## src/asc_pkg.sv

```systemverilog
// Constants, types and device command map for the converter serial-port host controller
package asc_pkg;

	// Core clock and serial clock timing
	localparam int unsigned CLK_FREQ_KHZ = 250000;
	localparam int unsigned SCLK_MAX_FREQ_KHZ = 5600;
	localparam int unsigned SCLK_PERIOD_CYC = (CLK_FREQ_KHZ + SCLK_MAX_FREQ_KHZ - 1) / SCLK_MAX_FREQ_KHZ;
	localparam logic [5:0] SCLK_HALF_CYC = 6'((SCLK_PERIOD_CYC + 1) / 2);

	// Command byte layout
	localparam int unsigned CMD_ADDR_MSB = 7;
	localparam int unsigned CMD_ADDR_LSB = 3;
	localparam int unsigned CMD_READ_BIT = 2;
	localparam logic [7:0] CMD_BURST_READ = 8'h04;

	// Device register indices (printed ones first, the rest plain defaults)
	localparam logic [4:0] DEV_CURRENT_WAVE_SAMPLE = 5'h00;
	localparam logic [4:0] DEV_VOLTAGE1_WAVE_SAMPLE = 5'h01;
	localparam logic [4:0] DEV_VOLTAGE2_WAVE_SAMPLE = 5'h02;
	localparam logic [4:0] DEV_FIRST_STATE_WORD = 5'h04;
	localparam logic [4:0] DEV_COUNTER_LATCH_VALUE = 5'h05;
	localparam logic [4:0] DEV_SETUP_REGISTER = 5'h08;
	localparam logic [4:0] DEV_PERIOD_START_LOW = 5'h0a;
	localparam logic [4:0] DEV_PERIOD_START_HIGH = 5'h0b;
	localparam logic [4:0] DEV_ALIGN_LATCH_CONTROL = 5'h0c;

	// Device field positions and command values
	localparam int unsigned SETUP_CLOCK_FORWARD_BIT = 0;
	localparam int unsigned SETUP_RATE_MSB = 5;
	localparam int unsigned SETUP_RATE_LSB = 4;
	localparam logic [7:0] ALIGN_START_PERIOD = 8'h01;
	localparam logic [7:0] ALIGN_LATCH_COUNTER = 8'h02;

	// Host register offsets
	localparam logic [7:0] REG_CMD = 8'h00;
	localparam logic [7:0] REG_STATUS = 8'h04;
	localparam logic [7:0] REG_CFG = 8'h08;
	localparam logic [3:0] REG_RBUF_PAGE = 4'h1;

	// Host register fields
	localparam int unsigned CMD_GO_BIT = 31;
	localparam int unsigned CMD_ABORT_BIT = 30;
	localparam int unsigned STAT_BUSY_BIT = 0;
	localparam int unsigned STAT_DONE_BIT = 1;
	localparam int unsigned STAT_READY_SEEN_BIT = 2;
	localparam int unsigned CFG_AUTO_BIT = 0;

	// Sizes and reset values
	localparam int unsigned RBUF_BYTES = 16;
	localparam logic [4:0] RBUF_MAX = 5'd16;
	localparam logic [3:0] CMD_BITS = 4'd8;
	localparam logic [7:0] WRITE_BITS = 8'd16;
	localparam logic [3:0] CS_IDLE = 4'hf;

	typedef struct packed {
		logic [3:0] cs_mask;
		logic [4:0] nbytes;
		logic [7:0] wbyte;
		logic [7:0] cmd;
	} asc_cmd_t;

	localparam asc_cmd_t CMD_RESET = '0;

	typedef struct packed {
		logic psel;
		logic penable;
		logic pwrite;
		logic [7:0] paddr;
		logic [31:0] pwdata;
	} asc_apb_req_t;

	typedef enum logic [4:0] {
		ST_IDLE = 5'b00001,
		ST_SETUP = 5'b00010,
		ST_LOW = 5'b00100,
		ST_HIGH = 5'b01000,
		ST_HOLD = 5'b10000
	} asc_state_t;

endpackage : asc_pkg

```

## src/asc_sync.sv

```systemverilog
// Two-flop synchroniser for a pin from outside the clock domain
`timescale 1ns/10ps
module asc_sync #(
	parameter logic RESET_VAL = 1'b1
) (
	input wire logic clk,
	input wire logic resetn,
	input wire logic ce,
	input wire logic d,
	output logic q
);
	logic meta_q;

	always_ff @(posedge clk or negedge resetn) begin
		if (!resetn) begin
			meta_q <= RESET_VAL;
			q <= RESET_VAL;
		end else if (ce) begin
			meta_q <= d;
			q <= meta_q;
		end
	end
endmodule : asc_sync

```

## src/asc_spi_host.sv

```systemverilog
// Host-side serial master for the sampling converter, driven from APB registers
//
// Function
// - Command byte: bits 7-3 register index, bit 2 read select, bits 1-0 ignored.
// - Read select 1 means register read, 0 means register write.
// - Host drops chip select, changes MOSI on falling SCLK edges from the first.
// - After the final bit chip select and SCLK return high; MISO floats.
// - Read of index 0 (command 0x04) starts burst with the 24-bit current sample.
// - Host may start burst at a later index and stop early by raising chip select.
// - Write value follows command byte with no idle SCLK; then chip select rises.
// - Writes are 8 bits; 12-bit start value written low byte then high nibble.
// - Software should read back a register after writing it.
// - Setup bits 5-4 select output rate; same value in every device.
// - Host should burst-read the samples after each data-ready pulse.
// - New start value written low byte then high nibble; countdown restarts.
//
// Our own choice: register access over APB.
`timescale 1ns/10ps
module asc_spi_host (
	input wire logic clk,
	input wire logic resetn,
	input wire logic ce,
	input asc_pkg::asc_apb_req_t apb_req,
	output logic [31:0] prdata,
	output logic pready,
	output logic pslverr,
	output logic sclk,
	output logic mosi,
	output logic [3:0] cs_n,
	input wire logic miso,
	input wire logic clock_or_ready_pin
);
	import asc_pkg::*;

	asc_state_t state_q;
	asc_cmd_t cmd_q;
	logic pready_q;
	logic pslverr_q;
	logic [31:0] prdata_q;
	logic [31:0] rd_mux;
	logic addr_hit;
	logic acc;
	logic wr_done;
	logic miso_s;
	logic rdy_s;
	logic rdy_prev_q;
	logic rdy_fall;
	logic auto_q;
	logic done_q;
	logic ready_seen_q;
	logic go_pend_q;
	logic go_req;
	logic abort_req;
	logic status_wr;
	logic done_set;
	logic [5:0] half_q;
	logic [7:0] bits_q;
	logic [3:0] cmdleft_q;
	logic [15:0] tx_q;
	logic [7:0] rx_q;
	logic [2:0] rxbit_q;
	logic [4:0] rxcnt_q;
	logic rd_q;
	logic sclk_q;
	logic mosi_q;
	logic [3:0] cs_n_q;
	logic [7:0] rbuf_q [RBUF_BYTES];
	logic rx_store;
	logic [7:0] rx_byte;

	// Read byte count clamped to the buffer; zero still reads one byte
	function automatic logic [7:0] total_bits(input asc_cmd_t c);
		logic [4:0] n;
		n = c.nbytes;
		if (n == 5'd0) begin
			n = 5'd1;
		end else if (n > RBUF_MAX) begin
			n = RBUF_MAX;
		end
		if (c.cmd[CMD_READ_BIT]) begin
			total_bits = 8'(CMD_BITS) + {n, 3'b000};
		end else begin
			total_bits = WRITE_BITS;
		end
	endfunction : total_bits

	asc_sync #(.RESET_VAL(1'b0)) u_sync_miso (
		.clk(clk),
		.resetn(resetn),
		.ce(ce),
		.d(miso),
		.q(miso_s)
	);

	asc_sync #(.RESET_VAL(1'b1)) u_sync_ready (
		.clk(clk),
		.resetn(resetn),
		.ce(ce),
		.d(clock_or_ready_pin),
		.q(rdy_s)
	);

	// APB slave: one wait state, writes take effect on the completing edge
	assign acc = apb_req.psel & apb_req.penable;
	assign wr_done = acc & pready_q & apb_req.pwrite & ~pslverr_q;

	always_comb begin
		addr_hit = 1'b0;
		rd_mux = 32'h0000_0000;
		if (apb_req.paddr[7:4] == REG_RBUF_PAGE && apb_req.paddr[1:0] == 2'b00) begin
			addr_hit = 1'b1;
			rd_mux = {rbuf_q[{apb_req.paddr[3:2], 2'd0}], rbuf_q[{apb_req.paddr[3:2], 2'd1}],
				rbuf_q[{apb_req.paddr[3:2], 2'd2}], rbuf_q[{apb_req.paddr[3:2], 2'd3}]};
		end else begin
			case (apb_req.paddr)
				REG_CMD: begin
					addr_hit = 1'b1;
					rd_mux = {7'h00, cmd_q};
				end
				REG_STATUS: begin
					addr_hit = 1'b1;
					rd_mux = {19'h0_0000, rxcnt_q, 4'h0, rdy_s, ready_seen_q, done_q, ~state_q[0]};
				end
				REG_CFG: begin
					addr_hit = 1'b1;
					rd_mux = {31'h0000_0000, auto_q};
				end
				default: begin
					addr_hit = 1'b0;
					rd_mux = 32'h0000_0000;
				end
			endcase
		end
	end

	always_ff @(posedge clk or negedge resetn) begin
		if (!resetn) begin
			pready_q <= 1'b0;
			pslverr_q <= 1'b0;
			prdata_q <= 32'h0000_0000;
		end else if (ce) begin
			if (acc && !pready_q) begin
				pready_q <= 1'b1;
				pslverr_q <= ~addr_hit;
				prdata_q <= apb_req.pwrite ? 32'h0000_0000 : rd_mux;
			end else begin
				pready_q <= 1'b0;
				pslverr_q <= 1'b0;
			end
		end
	end

	// Command register; fields are frozen while a transfer runs
	assign go_req = wr_done && apb_req.paddr == REG_CMD && apb_req.pwdata[CMD_GO_BIT] && state_q == ST_IDLE;
	assign abort_req = wr_done && apb_req.paddr == REG_CMD && apb_req.pwdata[CMD_ABORT_BIT];
	assign status_wr = wr_done && apb_req.paddr == REG_STATUS;

	always_ff @(posedge clk or negedge resetn) begin
		if (!resetn) begin
			cmd_q <= CMD_RESET;
			auto_q <= 1'b0;
		end else if (ce) begin
			if (wr_done && apb_req.paddr == REG_CMD && state_q == ST_IDLE && !go_pend_q) begin
				cmd_q <= apb_req.pwdata[24:0];
			end
			if (wr_done && apb_req.paddr == REG_CFG) begin
				auto_q <= apb_req.pwdata[CFG_AUTO_BIT];
			end
		end
	end

	// Data-ready falling edge, read only from the second synchroniser flop
	assign rdy_fall = rdy_prev_q & ~rdy_s;

	always_ff @(posedge clk or negedge resetn) begin
		if (!resetn) begin
			rdy_prev_q <= 1'b1;
		end else if (ce) begin
			rdy_prev_q <= rdy_s;
		end
	end

	// Pending start: software go, or replay of the stored command on each ready pulse that finds the engine idle
	always_ff @(posedge clk or negedge resetn) begin
		if (!resetn) begin
			go_pend_q <= 1'b0;
		end else if (ce) begin
			if (state_q == ST_IDLE && go_pend_q) begin
				go_pend_q <= 1'b0;
			end else if (go_req || (auto_q && rdy_fall && state_q == ST_IDLE)) begin
				go_pend_q <= 1'b1;
			end
		end
	end

	// Sticky flags: a set in the same cycle as a clear wins
	assign done_set = ce && state_q == ST_HOLD && half_q == 6'd0;

	always_ff @(posedge clk or negedge resetn) begin
		if (!resetn) begin
			done_q <= 1'b0;
		end else if (ce) begin
			if (done_set) begin
				done_q <= 1'b1;
			end else if (status_wr && apb_req.pwdata[STAT_DONE_BIT]) begin
				done_q <= 1'b0;
			end
		end
	end

	always_ff @(posedge clk or negedge resetn) begin
		if (!resetn) begin
			ready_seen_q <= 1'b0;
		end else if (ce) begin
			if (rdy_fall) begin
				ready_seen_q <= 1'b1;
			end else if (status_wr && apb_req.pwdata[STAT_READY_SEEN_BIT]) begin
				ready_seen_q <= 1'b0;
			end
		end
	end

	// Serial engine: SCLK idles high, MOSI changes on falling edges
	always_ff @(posedge clk or negedge resetn) begin
		if (!resetn) begin
			state_q <= ST_IDLE;
			half_q <= 6'd0;
			bits_q <= 8'd0;
			cmdleft_q <= 4'd0;
			tx_q <= 16'h0000;
			rd_q <= 1'b0;
			sclk_q <= 1'b1;
			mosi_q <= 1'b0;
			cs_n_q <= CS_IDLE;
		end else if (ce) begin
			if (abort_req && state_q != ST_IDLE) begin
				state_q <= ST_HOLD;
				cs_n_q <= CS_IDLE;
				sclk_q <= 1'b1;
				mosi_q <= 1'b0;
				half_q <= SCLK_HALF_CYC - 6'd1;
			end else if (state_q != ST_IDLE && half_q != 6'd0) begin
				half_q <= half_q - 6'd1;
			end else begin
				case (state_q)
					ST_IDLE: begin
						if (go_pend_q) begin
							cs_n_q <= ~cmd_q.cs_mask;
							tx_q <= {cmd_q.cmd, cmd_q.cmd[CMD_READ_BIT] ? 8'h00 : cmd_q.wbyte};
							rd_q <= cmd_q.cmd[CMD_READ_BIT];
							bits_q <= total_bits(cmd_q);
							cmdleft_q <= CMD_BITS;
							half_q <= SCLK_HALF_CYC - 6'd1;
							state_q <= ST_SETUP;
						end
					end
					ST_SETUP: begin
						sclk_q <= 1'b0;
						mosi_q <= tx_q[15];
						tx_q <= {tx_q[14:0], 1'b0};
						half_q <= SCLK_HALF_CYC - 6'd1;
						state_q <= ST_LOW;
					end
					ST_LOW: begin
						sclk_q <= 1'b1;
						half_q <= SCLK_HALF_CYC - 6'd1;
						state_q <= ST_HIGH;
					end
					ST_HIGH: begin
						bits_q <= bits_q - 8'd1;
						if (cmdleft_q != 4'd0) begin
							cmdleft_q <= cmdleft_q - 4'd1;
						end
						half_q <= SCLK_HALF_CYC - 6'd1;
						if (bits_q == 8'd1) begin
							cs_n_q <= CS_IDLE;
							mosi_q <= 1'b0;
							state_q <= ST_HOLD;
						end else begin
							sclk_q <= 1'b0;
							mosi_q <= tx_q[15];
							tx_q <= {tx_q[14:0], 1'b0};
							state_q <= ST_LOW;
						end
					end
					ST_HOLD: begin
						state_q <= ST_IDLE;
					end
					default: begin
						state_q <= ST_IDLE;
						cs_n_q <= CS_IDLE;
						sclk_q <= 1'b1;
					end
				endcase
			end
		end
	end

	// Read data is taken late in the high phase, well after the two-flop delay
	assign rx_store = ce && state_q == ST_HIGH && half_q == 6'd0 && rd_q && cmdleft_q == 4'd0 && !abort_req;
	assign rx_byte = {rx_q[6:0], miso_s};

	always_ff @(posedge clk or negedge resetn) begin
		if (!resetn) begin
			rx_q <= 8'h00;
			rxbit_q <= 3'd0;
			rxcnt_q <= 5'd0;
		end else if (ce) begin
			if (state_q == ST_IDLE && go_pend_q) begin
				rxbit_q <= 3'd0;
				rxcnt_q <= 5'd0;
			end else if (rx_store) begin
				rx_q <= rx_byte;
				rxbit_q <= rxbit_q + 3'd1;
				if (rxbit_q == 3'd7) begin
					rxcnt_q <= rxcnt_q + 5'd1;
				end
			end
		end
	end

	// Buffer has no reset; a byte count in status says what is valid
	always_ff @(posedge clk) begin
		if (rx_store && rxbit_q == 3'd7) begin
			rbuf_q[rxcnt_q[3:0]] <= rx_byte;
		end
	end

	assign prdata = prdata_q;
	assign pready = pready_q;
	assign pslverr = pslverr_q;
	assign sclk = sclk_q;
	assign mosi = mosi_q;
	assign cs_n = cs_n_q;
endmodule : asc_spi_host

```

## config.mk

```make
export PLATFORM = sky130hd
export DESIGN_NAME = asc_spi_host
export DESIGN_NICKNAME = d
export VERILOG_FILES = /design/src/asc_pkg.sv /design/src/asc_sync.sv /design/src/asc_spi_host.sv
export SDC_FILE = /design/constraint.sdc
export NUM_CORES = 1
export LEC_CHECK = 0
export BUFFER_PORTS_ARGS = -buffer_cell sky130_fd_sc_hd__buf_2
export CORE_UTILIZATION = 61
export CTS_BUF_LIST = sky130_fd_sc_hd__clkbuf_4 sky130_fd_sc_hd__clkbuf_8
export CTS_CLUSTER_SIZE = 25
export DETAILED_ROUTE_END_ITERATION = 8
export PLACE_DENSITY = 0.81
export SETUP_SLACK_MARGIN = 0.15
export SYNTH_ARGS = -nofsm -noshare
export SYNTH_HDL_FRONTEND = slang
export SYNTH_SLANG_ARGS = --single-unit
```

## constraint.sdc

```tcl
create_clock -name clk -period 5.2 [get_ports clk]
set_input_delay 1.04 -clock clk [delete_from_list [all_inputs] [get_ports clk]]
set_output_delay 1.04 -clock clk [all_outputs]
set_load 0.1 [all_outputs]
```

==> flow_summary_export.csv <==
group,metric,value,unit
clock_network,clockBufferDepth,3,
timing,finalHoldWorstSlack,0.460,ns
worst_setup_path,timing.setup.critical_path_class,"input port to flop",
global_route,antenna_found_initial,1,
clock_network,cts-hold-fix-buffers,0,
drt,detailroute.via_count,7100,
clock_network,cts_made_buffers,42,
worst_setup_path,max_stage_delay,0.60,ns
synth,synth_top_area_share,34.8,%
synth,post_synthesis_mean_instance_area,13.5,µm²
worst_setup_path,kind_of_end_point_of_the_critical_path,"flop",
final_layout,area_occupied_by_multi_input_gates,3690,µm²
clock_network,htree_num_levels,2,
floorplan,fp.dieH,137,µm
global_route,global_route_wire_length_before_repair,37.5,mm
synth,synthesis.nets,875,
floorplan,design.die.area,18600,µm²
final_layout,sequential_cell_area,7080,µm²
synth,synth-main-ff-cell,"edfxtp_1",
worst_setup_path,required,5.66,ns
final_layout,final_net_count,970,
power,power.leakage,5.25,nW
final_layout,diodes,0,
clock_network,clkTransAtPathRegs,0.06,ns
final_layout,fillerInstances,1146,
job,cap_viol_max_count,0,
floorplan,initial_utilization,63.2,%
synth,yosysTopAreaCell,"edfxtp_1",
timing,clock.fmax,314,MHz
final_layout,fraction_of_final_layout_cells_sized_beyond_drive_strength_1,27.9,%
synth,ys_types,68,
clock_network,post_cts_resized,0,
final_layout,final_cell_mix,"edfxtp_1, dfrtp_1, nand2_1, buf_2, o21ai_0",
placed_design,pre_cts_slack,1.43,ns
timing,post-route-min-period,3.19,ns
timing,grt_setup_unrepaired,"false",
worst_setup_path,timing.critical_path.cells,"buf_2 -> or4_1 -> nor4_4 -> buf_4 -> nand2_1 -> and3_1 -> nor4_2 -> a2bb2oi_1",
timing,min_period_over_period,61.3,%
synth,synth.ff_latch_count,257,
placed_design,port-buffer-count,82,
floorplan,std_cell_rows,48,
worst_setup_path,worst-r2r-setup-slack,2.19,ns
synth,synth_edf_count,128,
clock_network,cts_tree,"built",
drt,route.detailed.vias_per_inst,6.07,
placed_design,detailed_place_hpwl,15.8,mm
power,power.share.switching,26.2,%
clock_network,cell_at_the_root_of_the_clock_tree,"clkbuf_8",
drt,remaining_drcs,0,
power,power_density,363,nW/µm²
timing,max-slew-margin-rel,22.3,%
power,peak_vdd_ir,0.344,mV
timing,finalWorstSetupSlack,2.01,ns
min_path,timing.hold.worst.class,"flop to flop",
final_layout,layout.cells.most_common,"edfxtp_1",
synth,synthCells,815,
placed_design,dpl_cell_area,11700,µm²
floorplan,die_w,137,µm
timing,worst_clock_skew,0.0125,ns
power,share_of_power_burned_in_registers,50.4,%
synth,ys_top_cells_by_area,"edfxtp_1, dfrtp_1, mux4_2",
drt,final_antenna_net_count,0,
timing,tightest_slew,1.16,ns
drt,detail_route.wl_per_cell,20.5,µm
power,internal_power,3.36,mW
clock_network,cts.sink_count,257,
timing,setup_tns,0,ns
status,run_status,"complete, no violations",
worst_setup_path,worst-endpoint-arrival,3.65,ns
synth,synth.yosys.seq_area_share,64.1,%
power,p_total,4.55,mW
floorplan,floorplan.core_area,17500,µm²
timing,drv_slew,0,
drt,drt_iter0_markers,678,
worst_setup_path,cp_slowest_cell,"or4_1",
worst_setup_path,startpoint_type,"input port",
final_layout,syn_to_final_growth,13.4,%
global_route,grt-ovfl-total,0,
clock_network,cts.repair_timing.setup_buffer_count,0,
timing,setup_violations,0,
clock_network,clkLatencyLatePin,0.55,ns
power,comb_power_share,10.4,%
drt,detail_route.wirelength,24.0,mm
global_route,grt_start_max_net_pins,68,
synth,synth-async-reset-ratio,50.2,%
drt,drt_pre_antenna_iters,5,
synth,yosys_warnings,0,
global_route,first_global_vias,7016,
final_layout,postLayoutCellArea,12500,µm²
power,switching_power,1.19,mW
power,fraction_of_power_consumed_by_the_clock_network,39.2,%
worst_setup_path,critPathMaxFanout,25,
global_route,grtUsageTotal,27.3,%
synth,netlist_area,11000,µm²
timing,final-hold-violation-count,0,
placed_design,finalWeightedCongestion,0.890,
floorplan,io_pins,88,
-- worst max-delay path, delay by kind of cell --
family / cells / cell delay, ns
AND/OR/NAND/NOR: 5 / 1.83
buffers and inverters: 2 / 0.57
AO/OA/AOI/OAI: 1 / 0.19
-- power groups by stage --
stage	logic (mW)	clock network, mW	registers (mW)
3_5_place_dp	0.474	0	2.33
6_report	0.473	1.78	2.29
2_1_floorplan	0.232	0	2.45
3_3_place_gp	0.465	0	2.33
5_1_grt	0.516	1.90	2.30
4_1_cts	0.475	1.81	2.29
-- area by class of cell --
cell class,instances,area share [%]
repair buffers,98,4.26
flip-flops and latches,257,56.6
multi-input cells,493,29.4
well taps,225,2.25
clock inverters,10,0.450
clock buffers,68,6.52
inverters,18,0.539
-- routing by layer --
layer  GRT usage (%)  routed length, µm
met1            38.8              10300
met2            42.6              11600
met3            4.56               1510
met4            10.2                533
met5               0                  0
-- cell families after synthesis --
| kind of cell | Yosys count | synth area share [%] |
|---|---|---|
| flip-flops | 257 | 64.1 |
| AND/OR/NAND/NOR | 229 | 10.4 |
| AO/OA/AOI/OAI | 162 | 9.55 |
| multiplexers | 81 | 11.3 |
| buffers and inverters | 65 | 2.54 |
| adder cells (fa/ha/maj) | 12 | 1.36 |
| XOR/XNOR | 9 | 0.714 |
-- final timing paths --
| check | start | end | cells past startpoint |
|---|---|---|---|
| setup / recovery | apb_req[36] | cs_n[3] | 8 |
| hold / removal | cmd_q[22] | cs_n[1] | 1 |
| setup reg to reg | cmdleft_q[0] | rxcnt_q[3] | 8 |
| hold reg to reg | cmd_q[22] | cs_n[1] | 1 |
| max in group asynchronous | resetn | cs_n[3] | 2 |
| min in group asynchronous | resetn | tx_q[11] | 1 |
-- synthesized netlist by cell type (4+ instances only) --
master     count
mux2_2        30
ha_1          12
nor4_1         5
a32o_1         8
nand2b_1       7
dfrtp_1      120
a31oi_1        6
nor3b_1       10
nand2_1       98
o21ai_1       12
clkbuf_1      29
edfxtp_1     128
nor3_1        13
nor4_2         4
a22oi_1       16
a2bb2oi_1      4
nand3_1       15
dfstp_2        9
o21ai_0       57
inv_1         18
buf_2          8
xnor2_1        5
nor2_1        40
a21oi_1       23
buf_1          6
and2_1         6
mux2i_1       18
o221ai_1       8
a21o_1         5
xor2_1         4
nor2b_1        7
mux4_2        32
and3_1         4
-- metrics by stage --
step,std cells,utilization (%)
finish,1169,71.7
global route,1169,71.7
CTS,1169,71.7
detailed placement,1091,66.7
global placement,1091,66.7
floorplan,815,-
-- flip-flops by register name, summed over array words and instances, names as in the netlist, 3 cells and up --
register	count
bits_q	8
cmd_q	25
cmdleft_q	4
cs_n	4
half_q	6
prdata	32
rbuf_q	128
rx_q	7
rxbit_q	3
rxcnt_q	5
state_q	5
tx_q	16
(Power assumes the default switching activity.)
